<file path="src/common/flc_params.svh">
// Purpose: constants of the lock-bit flash host controller
// Assumes: mclk at 40 MHz
// Notes:   times in ns, counts derived from them
// How it works
// - Clear all lock-bits: write 60H then D0H, then poll status.
// - Ready bit 7 is polled until one before errors are read.
// - Write FFH after the last lock-bit operation.
// - Read-array command follows any lock-bit operation.
// - Host waits the wake-up times after raising reset.
// - Set one lock-bit: write 60H then 01H inside the block.
`ifndef FLC_PARAMS_SVH
`define FLC_PARAMS_SVH
`define FLC_CLK_PERIOD_NS 25
`define FLC_WE_LOW_NS     50
`define FLC_WE_CYC  ((`FLC_WE_LOW_NS+`FLC_CLK_PERIOD_NS-1)/`FLC_CLK_PERIOD_NS)
`define FLC_RD_ACC_NS     120
`define FLC_RD_CYC  ((`FLC_RD_ACC_NS+`FLC_CLK_PERIOD_NS-1)/`FLC_CLK_PERIOD_NS)
`define FLC_CMD_LOCK_SETUP 8'h60
`define FLC_CMD_CLR_CONF   8'hD0
`define FLC_CMD_SET_CONF   8'h01
`define FLC_CMD_READ_ARRAY 8'hFF
`define FLC_CMD_READ_STAT  8'h70
`define FLC_CMD_CLR_STAT   8'h50
`define FLC_ST_READY_BIT   7
`define FLC_REG_CTRL       12'h000
`define FLC_REG_ADDR       12'h004
`define FLC_REG_STATUS     12'h008
`define FLC_CTRL_OP_LSB    0
`define FLC_CTRL_PD_BIT    8
`define FLC_STAT_BUSY_BIT  8
`define FLC_STAT_DONE_BIT  9
`define FLC_STAT_AWAKE_BIT 10
`endif

</file>
<file path="src/common/flc_pkg.sv">
// Purpose: types of the lock-bit flash host controller
// Assumes: nothing
// Notes:   op codes are written to the control register
package flc_pkg;
  typedef enum logic [2:0] {
    OP_NONE, OP_CLR_LOCK, OP_SET_LOCK, OP_CLR_STAT, OP_RD_STAT, OP_RD_ARRAY
  } op_type;
  typedef enum logic [1:0] {
    K_END, K_WRITE, K_READ, K_POLL
  } kind_type;
  typedef enum {
    ST_IDLE, ST_ISSUE, ST_WRITE, ST_READ
  } state_type;
endpackage : flc_pkg

</file>
<file path="src/verilog/flc_host.sv">
// Purpose: APB-driven host that sequences flash lock-bit commands
// Assumes: flash pins synchronous to mclk, 8-bit command data
// Notes:   device status byte is returned raw for software to decode
//
// Local design decisions: the address map and the APB interface to the registers.
`timescale 1ns/1ps
`include "flc_params.svh"
module flc_host #(
  parameter int AW            = 21,
  parameter int WAKE_READ_NS  = 1000,
  parameter int WAKE_WRITE_NS = 1000
) (
  // Clock and reset
  input  wire logic          mclk,
  input  wire logic          rst,
  // APB slave
  input  wire logic          psel,
  input  wire logic          penable,
  input  wire logic          pwrite,
  input  wire logic [11:0]   paddr,
  input  wire logic [31:0]   pwdata,
  output logic      [31:0]   prdata,
  output logic               pready,
  output logic               pslverr,
  // Flash pins
  output logic      [AW-1:0] flashAddr,
  output logic      [7:0]    dqOut,
  input  wire logic [7:0]    dqIn,
  output logic               dqOe,
  output logic               ceN,
  output logic               weN,
  output logic               oeN,
  output logic               resetPowerdownN
);
  localparam int WAKE_NS  = (WAKE_READ_NS > WAKE_WRITE_NS) ?
                            WAKE_READ_NS : WAKE_WRITE_NS;
  localparam int WAKE_CYC =
    (WAKE_NS + `FLC_CLK_PERIOD_NS - 1) / `FLC_CLK_PERIOD_NS;

  function automatic logic [9:0] seqAct(flc_pkg::op_type op,
                                        logic [2:0] step);
    flc_pkg::kind_type k;
    logic [7:0] d;
    k = flc_pkg::K_END;
    d = 8'h00;
    case (op)
      flc_pkg::OP_CLR_LOCK, flc_pkg::OP_SET_LOCK:
      begin
        case (step)
          3'h0:
          begin
            k = flc_pkg::K_WRITE;
            d = `FLC_CMD_LOCK_SETUP;
          end
          3'h1:
          begin
            k = flc_pkg::K_WRITE;
            d = (op == flc_pkg::OP_CLR_LOCK) ? `FLC_CMD_CLR_CONF
                                             : `FLC_CMD_SET_CONF;
          end
          3'h2:
            k = flc_pkg::K_POLL;
          3'h3:
          begin
            k = flc_pkg::K_WRITE;
            d = `FLC_CMD_READ_ARRAY;
          end
          default:
            k = flc_pkg::K_END;
        endcase
      end
      flc_pkg::OP_CLR_STAT:
      begin
        k = (step == 3'h0) ? flc_pkg::K_WRITE : flc_pkg::K_END;
        d = `FLC_CMD_CLR_STAT;
      end
      flc_pkg::OP_RD_STAT:
      begin
        k = (step == 3'h0) ? flc_pkg::K_WRITE :
            (step == 3'h1) ? flc_pkg::K_READ : flc_pkg::K_END;
        d = `FLC_CMD_READ_STAT;
      end
      flc_pkg::OP_RD_ARRAY:
      begin
        k = (step == 3'h0) ? flc_pkg::K_WRITE : flc_pkg::K_END;
        d = `FLC_CMD_READ_ARRAY;
      end
      default:
        k = flc_pkg::K_END;
    endcase
    return {k, d};
  endfunction : seqAct

  flc_pkg::state_type state_ff;
  flc_pkg::op_type    op_ff;
  logic [1:0]         curKind;
  logic [7:0]         curData;
  logic [2:0]         step_ff;
  logic [7:0]         cnt_ff;
  logic [AW-1:0]      addrReg_ff;
  logic               powerDown_ff;
  logic [7:0]         statusByte_ff;
  logic [7:0]         lastWr_ff;
  logic               done_ff;
  logic [11:0]        wakeCnt_ff;
  logic               awake;
  logic               apbWr;
  logic               apbSetup;
  logic               startReq;
  logic               mapped;
  logic               pollDone;

  assign {curKind, curData} = seqAct(op_ff, step_ff);
  assign awake    = resetPowerdownN && (wakeCnt_ff == 12'h000);
  assign apbWr    = psel && penable && pwrite;
  assign apbSetup = psel && !penable;
  assign mapped   = (paddr == `FLC_REG_CTRL) || (paddr == `FLC_REG_ADDR) ||
                    (paddr == `FLC_REG_STATUS);
  assign startReq = apbWr && (paddr == `FLC_REG_CTRL) &&
                    (pwdata[2:0] != 3'h0);
  assign pready   = psel && penable;
  assign pslverr  = psel && penable && !mapped;
  assign pollDone = (state_ff == flc_pkg::ST_READ) &&
                    (cnt_ff == 8'(`FLC_RD_CYC)) &&
                    (curKind == flc_pkg::K_POLL) && dqIn[`FLC_ST_READY_BIT];

  // Software registers
  always_ff @(posedge mclk or posedge rst)
  begin
    if (rst)
    begin
      powerDown_ff <= 1'b0;
      addrReg_ff   <= '0;
    end
    else if (apbWr && paddr == `FLC_REG_CTRL)
      powerDown_ff <= pwdata[`FLC_CTRL_PD_BIT];
    else if (apbWr && paddr == `FLC_REG_ADDR &&
             state_ff == flc_pkg::ST_IDLE)
      addrReg_ff <= pwdata[AW-1:0];
  end

  always_ff @(posedge mclk or posedge rst)
  begin
    if (rst)
      prdata <= 32'h0000_0000;
    else if (apbSetup)
    begin
      case (paddr)
        `FLC_REG_CTRL:
          prdata <= {23'h0, powerDown_ff, 5'h0, op_ff};
        `FLC_REG_ADDR:
          prdata <= 32'(addrReg_ff);
        `FLC_REG_STATUS:
          prdata <= {21'h0, awake, done_ff,
                     state_ff != flc_pkg::ST_IDLE, statusByte_ff};
        default:
          prdata <= 32'h0000_0000;
      endcase
    end
  end

  // Reset pin and wake-up wait
  always_ff @(posedge mclk or posedge rst)
  begin
    if (rst)
    begin
      resetPowerdownN <= 1'b0;
      wakeCnt_ff      <= 12'(WAKE_CYC);
    end
    else
    begin
      resetPowerdownN <= !powerDown_ff;
      if (!resetPowerdownN)
        wakeCnt_ff <= 12'(WAKE_CYC);
      else if (wakeCnt_ff != 12'h000)
        wakeCnt_ff <= wakeCnt_ff - 12'h001;
    end
  end

  // Command sequencer and flash strobes
  always_ff @(posedge mclk or posedge rst)
  begin
    if (rst)
    begin
      state_ff      <= flc_pkg::ST_IDLE;
      op_ff         <= flc_pkg::OP_NONE;
      step_ff       <= 3'h0;
      cnt_ff        <= 8'h00;
      ceN           <= 1'b1;
      weN           <= 1'b1;
      oeN           <= 1'b1;
      dqOe          <= 1'b0;
      dqOut         <= 8'h00;
      flashAddr     <= '0;
      statusByte_ff <= 8'h00;
      lastWr_ff     <= 8'h00;
      done_ff       <= 1'b0;
    end
    else if (powerDown_ff || !awake)
    begin
      state_ff <= flc_pkg::ST_IDLE;
      ceN      <= 1'b1;
      weN      <= 1'b1;
      oeN      <= 1'b1;
      dqOe     <= 1'b0;
    end
    else
    begin
      case (state_ff)
        flc_pkg::ST_IDLE:
          if (startReq)
          begin
            op_ff     <= flc_pkg::op_type'(pwdata[2:0]);
            step_ff   <= 3'h0;
            done_ff   <= 1'b0;
            flashAddr <= addrReg_ff;
            state_ff  <= flc_pkg::ST_ISSUE;
          end
        flc_pkg::ST_ISSUE:
        begin
          cnt_ff <= 8'h00;
          case (curKind)
            flc_pkg::K_WRITE:
            begin
              dqOut    <= curData;
              dqOe     <= 1'b1;
              ceN      <= 1'b0;
              state_ff <= flc_pkg::ST_WRITE;
            end
            flc_pkg::K_READ, flc_pkg::K_POLL:
            begin
              ceN      <= 1'b0;
              oeN      <= 1'b0;
              state_ff <= flc_pkg::ST_READ;
            end
            default:
            begin
              done_ff  <= 1'b1;
              state_ff <= flc_pkg::ST_IDLE;
            end
          endcase
        end
        flc_pkg::ST_WRITE:
        begin
          cnt_ff <= cnt_ff + 8'h01;
          if (cnt_ff == 8'h00)
            weN <= 1'b0;
          if (cnt_ff == 8'(`FLC_WE_CYC))
            weN <= 1'b1;
          if (cnt_ff == 8'(`FLC_WE_CYC + 1))
          begin
            ceN       <= 1'b1;
            dqOe      <= 1'b0;
            lastWr_ff <= dqOut;
            step_ff   <= step_ff + 3'h1;
            state_ff  <= flc_pkg::ST_ISSUE;
          end
        end
        flc_pkg::ST_READ:
        begin
          cnt_ff <= cnt_ff + 8'h01;
          if (cnt_ff == 8'(`FLC_RD_CYC))
          begin
            statusByte_ff <= dqIn;
            ceN           <= 1'b1;
            oeN           <= 1'b1;
            state_ff      <= flc_pkg::ST_ISSUE;
            if (curKind != flc_pkg::K_POLL || dqIn[`FLC_ST_READY_BIT])
              step_ff <= step_ff + 3'h1;
          end
        end
        default:
          state_ff <= flc_pkg::ST_IDLE;
      endcase
    end
  end

  logic wrEnd;
  assign wrEnd = (state_ff == flc_pkg::ST_WRITE) &&
                 (cnt_ff == 8'(`FLC_WE_CYC));

  chk_clear_confirm: assert property (@(posedge mclk) disable iff (rst)
    wrEnd && dqOut == `FLC_CMD_CLR_CONF |-> lastWr_ff == `FLC_CMD_LOCK_SETUP)
    else $error("Clear confirm not preceded by setup byte");

  chk_set_confirm: assert property (@(posedge mclk) disable iff (rst)
    wrEnd && dqOut == `FLC_CMD_SET_CONF |->
      lastWr_ff == `FLC_CMD_LOCK_SETUP && flashAddr == addrReg_ff)
    else $error("Set confirm out of sequence or outside block");

  chk_poll_ready: assert property (@(posedge mclk) disable iff (rst)
    wrEnd && dqOut == `FLC_CMD_READ_ARRAY &&
    (op_ff == flc_pkg::OP_CLR_LOCK || op_ff == flc_pkg::OP_SET_LOCK) |->
      statusByte_ff[`FLC_ST_READY_BIT])
    else $error("Sequence moved on before ready bit was one");

  chk_read_array: assert property (@(posedge mclk) disable iff (rst)
    pollDone && !powerDown_ff |-> ##[1:20]
      (!weN && dqOe && dqOut == `FLC_CMD_READ_ARRAY) || powerDown_ff)
    else $error("Read-array byte missing after lock operation");

  chk_lock_finish: assert property (@(posedge mclk) disable iff (rst)
    $rose(done_ff) &&
    (op_ff == flc_pkg::OP_CLR_LOCK || op_ff == flc_pkg::OP_SET_LOCK) |->
      lastWr_ff == `FLC_CMD_READ_ARRAY)
    else $error("Lock operation ended without read-array");

  chk_wake_wait: assert property (@(posedge mclk) disable iff (rst)
    !ceN |-> resetPowerdownN && $past(wakeCnt_ff) == 12'h000)
    else $error("Flash selected before wake-up time elapsed");

  chk_wake_quiet: assert property (@(posedge mclk) disable iff (rst)
    $rose(resetPowerdownN) |-> ceN [*8])
    else $error("Flash selected right after reset pin rose");
endmodule : flc_host

</file>
<file path="config.mk">
export PLATFORM = sky130hd
export DESIGN_NAME = flc_host
export DESIGN_NICKNAME = d
export VERILOG_FILES = /design/src/common/flc_pkg.sv /design/src/verilog/flc_host.sv
export VERILOG_INCLUDE_DIRS = /design/src /design/src/common
export SDC_FILE = /design/constraint.sdc
export NUM_CORES = 1
export LEC_CHECK = 0
export ABC_AREA = 1
export BUFFER_PORTS_ARGS = -buffer_cell sky130_fd_sc_hd__buf_2
export CAP_MARGIN = 20
export CORE_ASPECT_RATIO = 1.4
export CORE_MARGIN = 5
export CORE_UTILIZATION = 53
export DETAILED_ROUTE_END_ITERATION = 8
export PLACE_DENSITY = 0.86
export SETUP_SLACK_MARGIN = 0.15
export SYNTH_ARGS = -nofsm -noshare
export SYNTH_HDL_FRONTEND = slang
export SYNTH_SLANG_ARGS = --single-unit
</file>
<file path="constraint.sdc">
create_clock -name mclk -period 3.4 [get_ports mclk]
set_input_delay 0.17 -clock mclk [delete_from_list [all_inputs] [get_ports mclk]]
set_output_delay 0.17 -clock mclk [all_outputs]
set_load 0.005 [all_outputs]
</file>
### Yosys cells after proc, flatten, opt, wreduce, memory -nomap -nowiden

Cells that the tools add are included.

* shift operators: 0
* eq/ne operators: 32
* add/sub/neg operators: 3
* bitwise operators: 2
* multiply operators: 0
* $lt $le $gt $ge: 0
* mux-type cells: 42
* divide/modulo/power cells: 0
* reductions and logical operators: 52

Operator list (number)
* 32-bit 2-to-1 mux: 4
* 32-bit one-hot mux with 4 select lines: 1
* 32-bit by 2-bit equality test with 1-bit output, second input constant: 2
* 32-bit logical NOT: 2
* 21-bit one-hot mux with 3 select lines: 1
* 32-bit by 1-bit equality test with 1-bit output, second input constant: 1
* 8-bit one-hot mux with 4 select lines: 1
* 32-bit nonzero test: 1
* 12-bit logical NOT: 2
* 12-bit 2-to-1 mux: 2
* 8-bit one-hot mux with 3 select lines: 1
* 3-bit != test, second input constant: 6
* 3-bit AND reduction: 6
* 8-bit by 2-bit equality test with 1-bit output, second input constant: 2
* 1-bit 2-to-1 mux: 16
* 8-bit one-hot mux with 2 select lines: 1
* 3-bit nonzero test: 5
* 12-bit by 3-bit equality test with 1-bit output, second input constant: 1
* 12-bit by 4-bit equality test with 1-bit output, second input constant: 1
* 3-bit by 2-bit equality test with 1-bit output, second input constant: 4
* 3-bit 2-to-1 mux: 4
* 2-bit != test, second input constant: 6
* 12-bit nonzero test: 1
* 12-bit by 1-bit subtractor with 12-bit output, second input constant: 1
* other kinds (28): 59

* flip-flop bits (word level): 155
* input port bits: 57
* memories: 0
* output and inout bits: 68
* RAM bits: 0
* bits in latches: 0
* word-level logic and storage cells: 148
* ROM bits: 0

### Logic depth before layout (Yosys ltp)

Gate-level depths: netlist (run 1).

* depth after elaboration: 9
* depth in mapped cells: 14
* gate-level depth less buffers: 14

### Least setup slack after synthesis (run 1)

OpenSTA, ideal clock, no wires.

* kind: reg-to-reg
* start: reg wakeCnt_ff[0]
* end: reg cnt_ff[4]
* data arrival time: 1578 ps
* cell stages (with the launch flop): 12
* path buffers: 2
* path slack: 1684 ps
* data required time: 3262 ps
* library setup time: 138 ps
* cells stage by stage: dfrtp_1 -> inv_1 -> ha_1 -> nand2_2 -> nor2_4 -> nand4_4 -> buf_6 -> nor2_4 -> buf_6 -> nand2_1 -> nor2_1 -> nor3_1

* word-level cells in the longest chain between the ends: 6

RTL lines
* start, declared: line flc_host.sv:105 `logic [11:0] wakeCnt_ff;`
* start signal, assigned: line flc_host.sv:168 `wakeCnt_ff <= 12'(WAKE_CYC);`
* start signal, assigned: line flc_host.sv:174 `wakeCnt_ff <= 12'(WAKE_CYC);`
* start signal, assigned: line flc_host.sv:176 `wakeCnt_ff <= wakeCnt_ff - 12'h001;`
* 12-bit logical NOT: line flc_host.sv:114 `assign awake = resetPowerdownN && (wakeCnt_ff == 12'h000);`
* 1-bit logical AND: line flc_host.sv:114
* 1-bit logical NOT: line flc_host.sv:199 `else if (powerDown_ff || !awake)`
* 1-bit logical OR: line flc_host.sv:199
* 1-bit inverter (no line)
* 2-bit AND reduction (no line)
* end signal, assigned: line flc_host.sv:245 `cnt_ff <= cnt_ff + 8'h01;`
* end signal, assigned: line flc_host.sv:261 `cnt_ff <= cnt_ff + 8'h01;`
* end, declared: line flc_host.sv:99 `logic [7:0] cnt_ff;`

No other way between the ends.
A chain may end at the register's enable or synchronous reset.

### Worst setup path after layout (run 1)

* start: reg wakeCnt_ff[0]
* end: reg done_ff

* word-level cells in the longest chain between the ends: 6

RTL lines
* 12-bit logical NOT: line flc_host.sv:114
* 1-bit logical AND: line flc_host.sv:114
* 1-bit logical NOT: line flc_host.sv:199
* 1-bit logical OR: line flc_host.sv:199
* 1-bit inverter (no line)
* 4-bit AND reduction (no line)
* end signal, assigned: line flc_host.sv:197 `done_ff <= 1'b0;`
* end signal, assigned: line flc_host.sv:215 `done_ff <= 1'b0;`
* end signal, assigned: line flc_host.sv:238 `done_ff <= 1'b1;`
* end, declared: line flc_host.sv:104 `logic done_ff;`

No other way between the ends.

==> impl_metrics.ini, run 1 <==
[worst_hold_path]
whs_endpoint = statusByte_ff[3]
hold_class = in2reg
min_path_cells = 3
hold_path_startpoint = dqIn[3]

[die]
dieArea_um2 = 12700
die_w_um = 96.8
core_area_um2 = 10300
num_io_pins = 125
placementRows = 44
dieHeight_um = 132
start_util = 0.540

[cells_and_area]
fillers = 921
antenna_cells = 0
final_cell_mix = nand2_1, dfrtp_1, buf_2, inv_1, nor2_1
drive_above_1_share = 0.188
final_cells = 922
multi_input_area_um2 = 2270
seq_area_um2 = 2810
layout.cells.most_common = nand2_1
area_growth_pct = 15.8
nNetsFinal = 852

[timing]
setup_viol = 0
slew_viol_final = 0
fin_hold_ws_ns = 0.0632
worst_pin_slew_ns = 1.05
min_period_over_period = 0.730
fmax_ghz = 0.403
period_needed_ns = 2.48
tns_ns = 0
clock_skew_ns = 0.00548
hold_viol = 0
maxSlewHeadroom = 0.301
rsz0062_at_grt = no

[setup_path]
r2r_start = wakeCnt_ff[0]
critPathLaunch = wakeCnt_ff[0]
worstPathArrival_ns = 2.71
reg2reg_depth = 9
slowest_delay_ns = 0.47
crit_chain = inv_1 -> ha_1 -> nand2_2 -> nor2_4 -> nand4_4 -> nor2_4 -> nand2_2 -> o21ai_0 -> o21ai_0
cp.required_ns = 3.63
critPathLaunchType = flip-flop
cp_slowest_cell = nand2_2
timing.rr.end = done_ff
endpoint_kind = flip-flop
crit_fanout = 45
r2r_slack_ns = 0.92
critical_path_class = reg2reg

[logic_synthesis]
synth_seq_cells = 112
syn_area_um2 = 5590
synthArstFlopShare = 1.00
ys_warn_count = 0
syn_avg_cell_area_um2 = 8.21
ys_seq_area_frac = 0.502
ys.flop_type = dfrtp_1
syn_inst = 681
synth-edff-count = 0
ys_types = 39

[drt]
drtIter0Drc = 277
wl_um = 13000
postRouteAntennaNets = 0
route.detailed.drc = 0
vias = 4778
dr.pass1.iters = 5
via_per_inst = 5.18
wire_per_inst_um = 14.1

[cts]
clockRootBuffer = clkbuf_16
cts_resized = 0
cts_hold_buffers = 0
clkTransAtPathRegs_ns = 0.07
clock-sinks = 112
cts_max_path_buffers = 2
insertion_delay_ns = 0.35
tritoncts = yes
cts_made_buffers = 9
cts_max_level = 3
postCtsSetupRepairBufs = 0

[placement]
placedCellCount = 904
gp_congestion = 0.864
hpwl_um = 9720
io_buffers = 102

[pwr]
ir_worst_vdd_uv = 246
powerDensity_nw_per_um2 = 443
power_w = 0.00287
power.leakage_nw = 3.50

[run]
cap_violations = 0

[global_route]
antenna_found_initial = 0
overflow = 0
grt_max_degree = 82
grt_pass1_vias = 4623
grt_usage = 0.207
grt_pass1_wl_um = 21800

[status]
status = finished clean
[per-layer routing]
metal | routed length [um] | vias to the layer above | global-route usage
met4 | 518 | 0 | 0.0976
met5 | 0 | - | 0
met2 | 6840 | 161 | 0.368
met1 | 4930 | 2225 | 0.238
met3 | 751 | 42 | 0.0387
li1 | - | 2350 | -
[registers in the layout, summed over array words and instances (netlist names), 2 cells and up]
register       cells
addrReg_ff        21
flashAddr         21
prdata            21
wakeCnt_ff        12
cnt_ff             8
statusByte_ff      8
dqOut              6
op_ff              3
step_ff            3
state_ff           2
[worst max-delay path: cells and delay by family, from the launching register on]
family,cells,cell delay (ns)
DFF,1,0.38
buffers and inverters,1,0.09
adders and majority gates,1,0.23
AOI/OAI and AO/OA,2,0.40
and+or+nand+nor,5,1.25
[metrics by stage]
step | setup WS, ns | instance area, um^2 | util
final | 0.919 | 6470 | 0.626
after global routing | 0.615 | 6470 | 0.626
after CTS | 0.898 | 6440 | 0.622
after detailed placement | 0.930 | 6150 | 0.595
after global placement | 0.975 | 6150 | 0.595
after floorplan | 0.279 | 5630 | -
[kinds of logic after synthesis]
logic type               synth area share
adder cells (fa/ha/maj)            0.0358
flip-flops                          0.502
other                            0.000670
AO/OA/AOI/OAI                       0.114
XOR/XNOR                           0.0110
buffers and inverters              0.0982
AND/OR/NAND/NOR                     0.238
[synth_stat cells, types with 2 or more instances]
master,instances,area (um^2)
nand2_1,161,604
dfrtp_1,107,2680
inv_1,95,357
nor2_1,61,229
nand3_1,44,220
o21ai_0,39,195
a21oi_1,29,145
o21ai_1,17,85.1
ha_1,16,200
buf_4,14,105
nor3_1,13,65.1
o31ai_1,12,90.1
o22ai_1,8,50.1
buf_2,7,35.0
clkbuf_1,7,26.3
xor2_1,6,52.6
dfstp_2,5,131
nand4_1,5,31.3
nor2_2,5,31.3
nor2_4,4,45.0
nand2_2,3,18.8
o211ai_1,3,22.5
a211oi_1,2,15.0
buf_6,2,22.5
nor3_2,2,20.0
[where the power goes]
part	switching (W)	total, W	internal, W
clock network	0.000484	0.00101	0.000523
logic	0.000243	0.000383	0.000140
registers	0.0000622	0.00148	0.00141
[how the worst max path moves through the flow]
| stage | end | depth (start not counted) |
|---|---|---|
| 3_3_place_gp | done_ff | 9 |
| 2_1_floorplan | addrReg_ff[0] | 1 |
| 4_1_cts | done_ff | 9 |
| 6_report | done_ff | 9 |
| 5_1_grt | done_ff | 9 |
| 3_5_place_dp | done_ff | 9 |
[cell type report]
cell class	instances	share of cell area
Tap cell	138	0.0267
Timing Repair Buffer	108	0.0893
Inverter	95	0.0555
Clock inverter	5	0.00638
Multi-Input combinational cell	453	0.351
Sequential cell	112	0.434
Clock buffer	11	0.0375
Power figures use the tool's default switching activity.
==> run 2, diff against run 1 <==
Settings changed: ABC_AREA 1 to 0.
Clock period 3.4 ns to 2.3 ns, I/O delays scaled along.
==> run 2 against run 1 <==
Net effect:
- hold slack got worse by 0.059 ns
- die area down 1.3%
- flip-flop and latch count did not move
- count of clock-buffer cells in the layout down 2
- critical path depth fell by 3
- core utilization increased by 5.2 points
- largest power group unchanged
- design area increased by 7.8%
- fmax is 13% higher
- power grew 26%
- routed wire length increased by 9.7%
- global-route usage up 2.0 points
- cell count down 14%
==> impl_metrics.ini, run 2 <==
[drt]
postRouteAntennaNets = 0
vias = 4580
wire_per_inst_um = 17.9
wl_um = 14300
highest_layer = met4
wl_met1_um = 5200
wl_met3_um = 908
wl_met2_um = 7680
via_per_inst = 5.75
route.detailed.drc = 0
dr.pass1.iters = 5
drtIter0Drc = 310

[worst_hold_path]
min_path_cells = 2
hold_path_startpoint = pwdata[9]
whs_endpoint = addrReg_ff[9]
hold_class = in2reg

[cts]
cts_max_path_buffers = 2
cts_max_level = 3
tritoncts = yes
clkTransAtPathRegs_ns = 0.07
clock-sinks = 112
insertion_delay_ns = 0.35
clockRootBuffer = clkbuf_16
cts_made_buffers = 9

[logic_synthesis]
ys_warn_count = 0
syn_inst = 513
ys_seq_area_frac = 0.509
ys.flop_type = dfrtp_1
synthArstFlopShare = 1.00
syn_avg_cell_area_um2 = 10.8
syn_area_um2 = 5520
synth_common_cells = dfrtp_1, mux2_2, nand2_1
yosys.cell_count.top_type = dfrtp_1
synth_area_leaders = dfrtp_1, mux2_2, nand2_1
ys_types = 60
synth_seq_cells = 112
yosysTopAreaCell = dfrtp_1
synth_top_area_share = 0.485
synth-edff-count = 0

[setup_path]
timing.rr.end = dqOut[7]
r2r_start = step_ff[2]
critical_path_class = reg2reg
endpoint_kind = flip-flop
cp.required_ns = 2.54
worstPathArrival_ns = 2.42
crit_fanout = 7
reg2reg_depth = 6
r2r_slack_ns = 0.11
critPathLaunchType = flip-flop

[timing]
maxSlewHeadroom = 0.603
tns_ns = 0
min_period_over_period = 0.951
rsz0062_at_grt = yes
slew_viol_final = 0
period_needed_ns = 2.19
finalWorstSetupSlack_ns = 0.113
setup_viol = 0
worst_pin_slew_ns = 0.595
fmax_ghz = 0.457
hold_viol = 0
clock_skew_ns = 0.00531

[cells_and_area]
final_util = 0.678
final_cell_mix = dfrtp_1, buf_2, mux2_2, nand2_1, o21ai_0
layout.cells.most_common = dfrtp_1
nNetsFinal = 727
design_area_um2 = 6980
top_regs = addrReg_ff (21), flashAddr (21), prdata (21)
antenna_cells = 0
drive_above_1_share = 0.392
area_growth_pct = 26.5

[global_route]
grt_pass1_vias = 4670
grt_pass1_wl_um = 22200
antenna_found_initial = 0
grt_max_degree = 113
grt_usage = 0.226
overflow = 0

[placement]
io_buffers = 102
place_ws_ns = 0.0203
hpwl_um = 9530
gp_congestion = 0.884
placed_area_um2 = 6300

[die]
placementRows = 44
start_util = 0.536
die_w_um = 96.2
core_area_um2 = 10300
dieArea_um2 = 12600
dieHeight_um = 131
num_io_pins = 125

[run]
cap_violations = 0

[pwr]
ir_worst_vdd_uv = 556
power_w = 0.00360
power.leakage_nw = 3.39
powerDensity_nw_per_um2 = 516

[status]
status = finished clean
-- run 2: cell types whose count changed after synthesis, sizes merged, moves of 10 or more --
| cell | before | now |
|---|---|---|
| inv | 95 | 21 |
| nor3 | 15 | 5 |
| nor2 | 70 | 26 |
| mux2 | 0 | 60 |
| o21ai | 56 | 41 |
| a21oi | 30 | 15 |
| nand3 | 44 | 10 |
| nand2 | 164 | 55 |
-- run 2: area by class of cell --
class                      instances  area [um^2]
sequential                       112         2810
timing repair buffer             156          973
tap                              138          173
fill                             710         3320
clock inverter                     7         52.6
multi-input combinational        354         2660
clock buffer                       9          225
inverter                          21         82.6
-- run 2: how the worst max path moves through the flow --
stage	startpoint	slack [ns]	to
finish	step_ff[2]	0.11	dqOut[7]
floorplan	cnt_ff[4]	0.16	step_ff[0]
global placement	step_ff[1]	0.08	dqOut[0]
global route	step_ff[2]	0.03	dqOut[7]
detailed placement	step_ff[1]	0.02	dqOut[0]
CTS	cnt_ff[5]	0.11	statusByte_ff[1]
-- run 2: logic make-up after synthesis --
logic type | synth area share
AO/OA/AOI/OAI | 0.106
XOR/XNOR | 0.0111
adder cells (fa/ha/maj) | 0.0363
buffers and inverters | 0.0490
flip-flops | 0.509
multiplexers | 0.139
other | 0.000680
AND/OR/NAND/NOR | 0.149
-- run 2: critical path: stages (launching register included) --
cell and delay, ns:
dfrtp_1 0.38, buf_4 0.16, nor2_1 0.43, a31oi_1 0.22, a211oi_2 0.28, and3_4 0.28
mux2_4 0.31
-- run 2: repair_timing --
| item | 4_1_cts | 5_1_grt |
|---|---|---|
| hold buffers | 15 | 0 |
| buffers inserted | 3 | 8 |
| resized for setup | 14 | 24 |
| endpoints found under the hold margin | 121 | 0 |
| pin swaps | 7 | 13 |
| endpoints found under the setup margin | 47 | 65 |
-- run 2: per-layer routing --
| layer | up-vias | track usage |
|---|---|---|
| li1 | 2077 | - |
| met3 | 49 | 0.0367 |
| met2 | 193 | 0.401 |
| met4 | 0 | 0.106 |
| met5 | - | 0 |
| met1 | 2261 | 0.265 |
-- run 2: metrics by stage --
stage          hold slack [ns]  cells
6_report               0.00461    797
5_1_grt                0.00179    797
4_1_cts                0.00197    789
3_5_place_dp             0.333    755
3_3_place_gp             0.321    755
2_1_floorplan            0.232    523
-- run 2: report_power, final --
part	internal (W)	leakage (nW)	switching, W	total (W)
Clock	0.000745	0.137	0.000743	0.00149
Sequential	0.00197	1.53	0.000000622	0.00197
Combinational	0.0000587	1.72	0.0000874	0.000146
==> run 3, diff against run 2 <==
Settings changed: CELL_PAD_IN_SITES_DETAIL_PLACEMENT set to 0, CELL_PAD_IN_SITES_GLOBAL_PLACEMENT set to 1, CORE_UTILIZATION 53 to 42, PLACE_DENSITY 0.86 to 0.88.
==> run 3 against run 2 <==
Net effect:
- sequential power hardly changed
- power is 7.3% higher
- sequential share of layout area is 0.57 points lower
- combinational power is 4% higher
- setup slack worse by 0.0049 ns
- count of clock-buffer cells in the layout is 1 higher
- hold slack better by 0.0038 ns
- fmax is 0.23% lower
- design area is 1.4% higher
- critical path depth stayed put
- critical path type unchanged
==> impl_metrics.ini, run 3 (synthesized netlist as in run 2, its figures left out) <==
[setup_path]
crit_fanout = 5
timing.rr.end = step_ff[1]
crit_chain = or4_4 -> o31ai_4 -> a21oi_2 -> nor4_4 -> buf_4 -> mux2i_1
worstPathArrival_ns = 2.45
path_buf_inv = 1
r2r_start = cnt_ff[5]
endpoint_kind = flip-flop
cp.required_ns = 2.56
r2r_slack_ns = 0.11
critical_path_class = reg2reg
critPathLaunchType = flip-flop
slowest_delay_ns = 0.61
reg2reg_depth = 6
cp_slowest_cell = or4_4
path_delay_family = simple AND/OR/NAND/NOR gates

[pwr]
powerDensity_nw_per_um2 = 546
power.leakage_nw = 3.43
ir_worst_vdd_uv = 457

[timing]
hold_viol = 0
setup_viol = 0
slew_viol_final = 0
min_period_over_period = 0.953
clock_skew_ns = 0.00690
worst_pin_slew_ns = 0.761
tns_ns = 0
rsz0062_at_grt = yes
period_needed_ns = 2.19
maxSlewHeadroom = 0.493
finalWorstSetupSlack_ns = 0.108
fmax_ghz = 0.456

[placement]
io_buffers = 102
hpwl_um = 9620
place_ws_ns = -0.0490
placedCellCount = 769
gp_congestion = 0.882

[worst_hold_path]
whs_endpoint = statusByte_ff[5]
hold_class = in2reg
hold_path_startpoint = dqIn[5]
min_path_cells = 2

[cells_and_area]
seq_area_um2 = 2810
area_growth_pct = 28.3
final_util = 0.550
multi_input_area_um2 = 2630
layout.cells.most_common = dfrtp_1
final_cell_mix = dfrtp_1, buf_2, mux2_2, nand2_1, o21ai_0
antenna_cells = 0
drive_above_1_share = 0.385
top_regs = addrReg_ff (21), flashAddr (21), prdata (21)
nNetsFinal = 730
final_cells = 815
fillers = 1045

[cts]
cts_max_level = 3
clkTransAtPathRegs_ns = 0.07
cts_made_buffers = 9
insertion_delay_ns = 0.35
cts_max_path_buffers = 2
clock-sinks = 112
clockRootBuffer = clkbuf_16
tritoncts = yes

[drt]
wl_um = 14000
drtIter0Drc = 192
wire_per_inst_um = 17.2
route.detailed.drc = 0
postRouteAntennaNets = 0
via_per_inst = 5.45
dr.pass1.iters = 4
vias = 4442

[die]
core_area_um2 = 12900
num_io_pins = 125
dieHeight_um = 146
die_w_um = 107
placementRows = 49
dieArea_um2 = 15600
start_util = 0.428

[global_route]
antenna_found_initial = 0
grt_pass1_vias = 4631
grt_max_degree = 73
grt_usage = 0.173
grt_pass1_wl_um = 22100
overflow = 0

[status]
status = finished clean

[run]
cap_violations = 0
run 3: repair_timing:
item	4_1_cts	5_1_grt
endpoints found under the setup margin	68	67
endpoints found under the hold margin	53	4
pin swaps	6	10
cloned	0	1
buffers inserted	6	5
hold buffers	14	4
resized for setup	18	20
run 3: stage by stage:
step | total power [W] | cell area [um^2] | hold slack (ns)
2_1_floorplan | 0.00208 | 5580 | 0.232
3_3_place_gp | 0.00213 | 6320 | 0.0378
3_5_place_dp | 0.00214 | 6320 | 0.0478
4_1_cts | 0.00388 | 6920 | 0.00231
5_1_grt | 0.00400 | 7080 | 0.00321
6_report | 0.00387 | 7080 | 0.00837
run 3: final cells by class:
cell class / count / area share
Clock buffer: 10 / 0.0338
Clock inverter: 6 / 0.0138
Inverter: 21 / 0.0117
Multi-Input combinational cell: 354 / 0.372
Sequential cell: 112 / 0.397
Tap cell: 153 / 0.0270
Timing Repair Buffer: 159 / 0.145
run 3: how the worst max path moves through the flow:
stage	from	to	slack, ns	cells after the start
finish	cnt_ff[5]	step_ff[1]	0.11	6
floorplan	cnt_ff[4]	step_ff[0]	0.16	5
global placement	wakeCnt_ff[0]	dqOut[5]	0.02	7
global route	cnt_ff[5]	step_ff[1]	0.02	6
detailed placement	step_ff[0]	dqOut[5]	-0.05	7
CTS	cnt_ff[4]	statusByte_ff[7]	0.11	5
run 3: routing by layer:
layer | global-route usage | wire (um) | vias to the layer above
li1 | - | - | 2078
met1 | 0.201 | 5470 | 2199
met2 | 0.302 | 7370 | 140
met3 | 0.0537 | 890 | 25
met4 | 0.0531 | 255 | 0
met5 | 0 | 0 | -
run 3: report_power, final:
| group | internal, W | leakage, nW | switching, W |
|---|---|---|---|
| combinational | 0.0000643 | 1.73 | 0.0000878 |
| sequential | 0.00197 | 1.53 | 0.000000583 |
| clock | 0.00100 | 0.165 | 0.000745 |
| total | 0.00303 | 3.43 | 0.000833 |
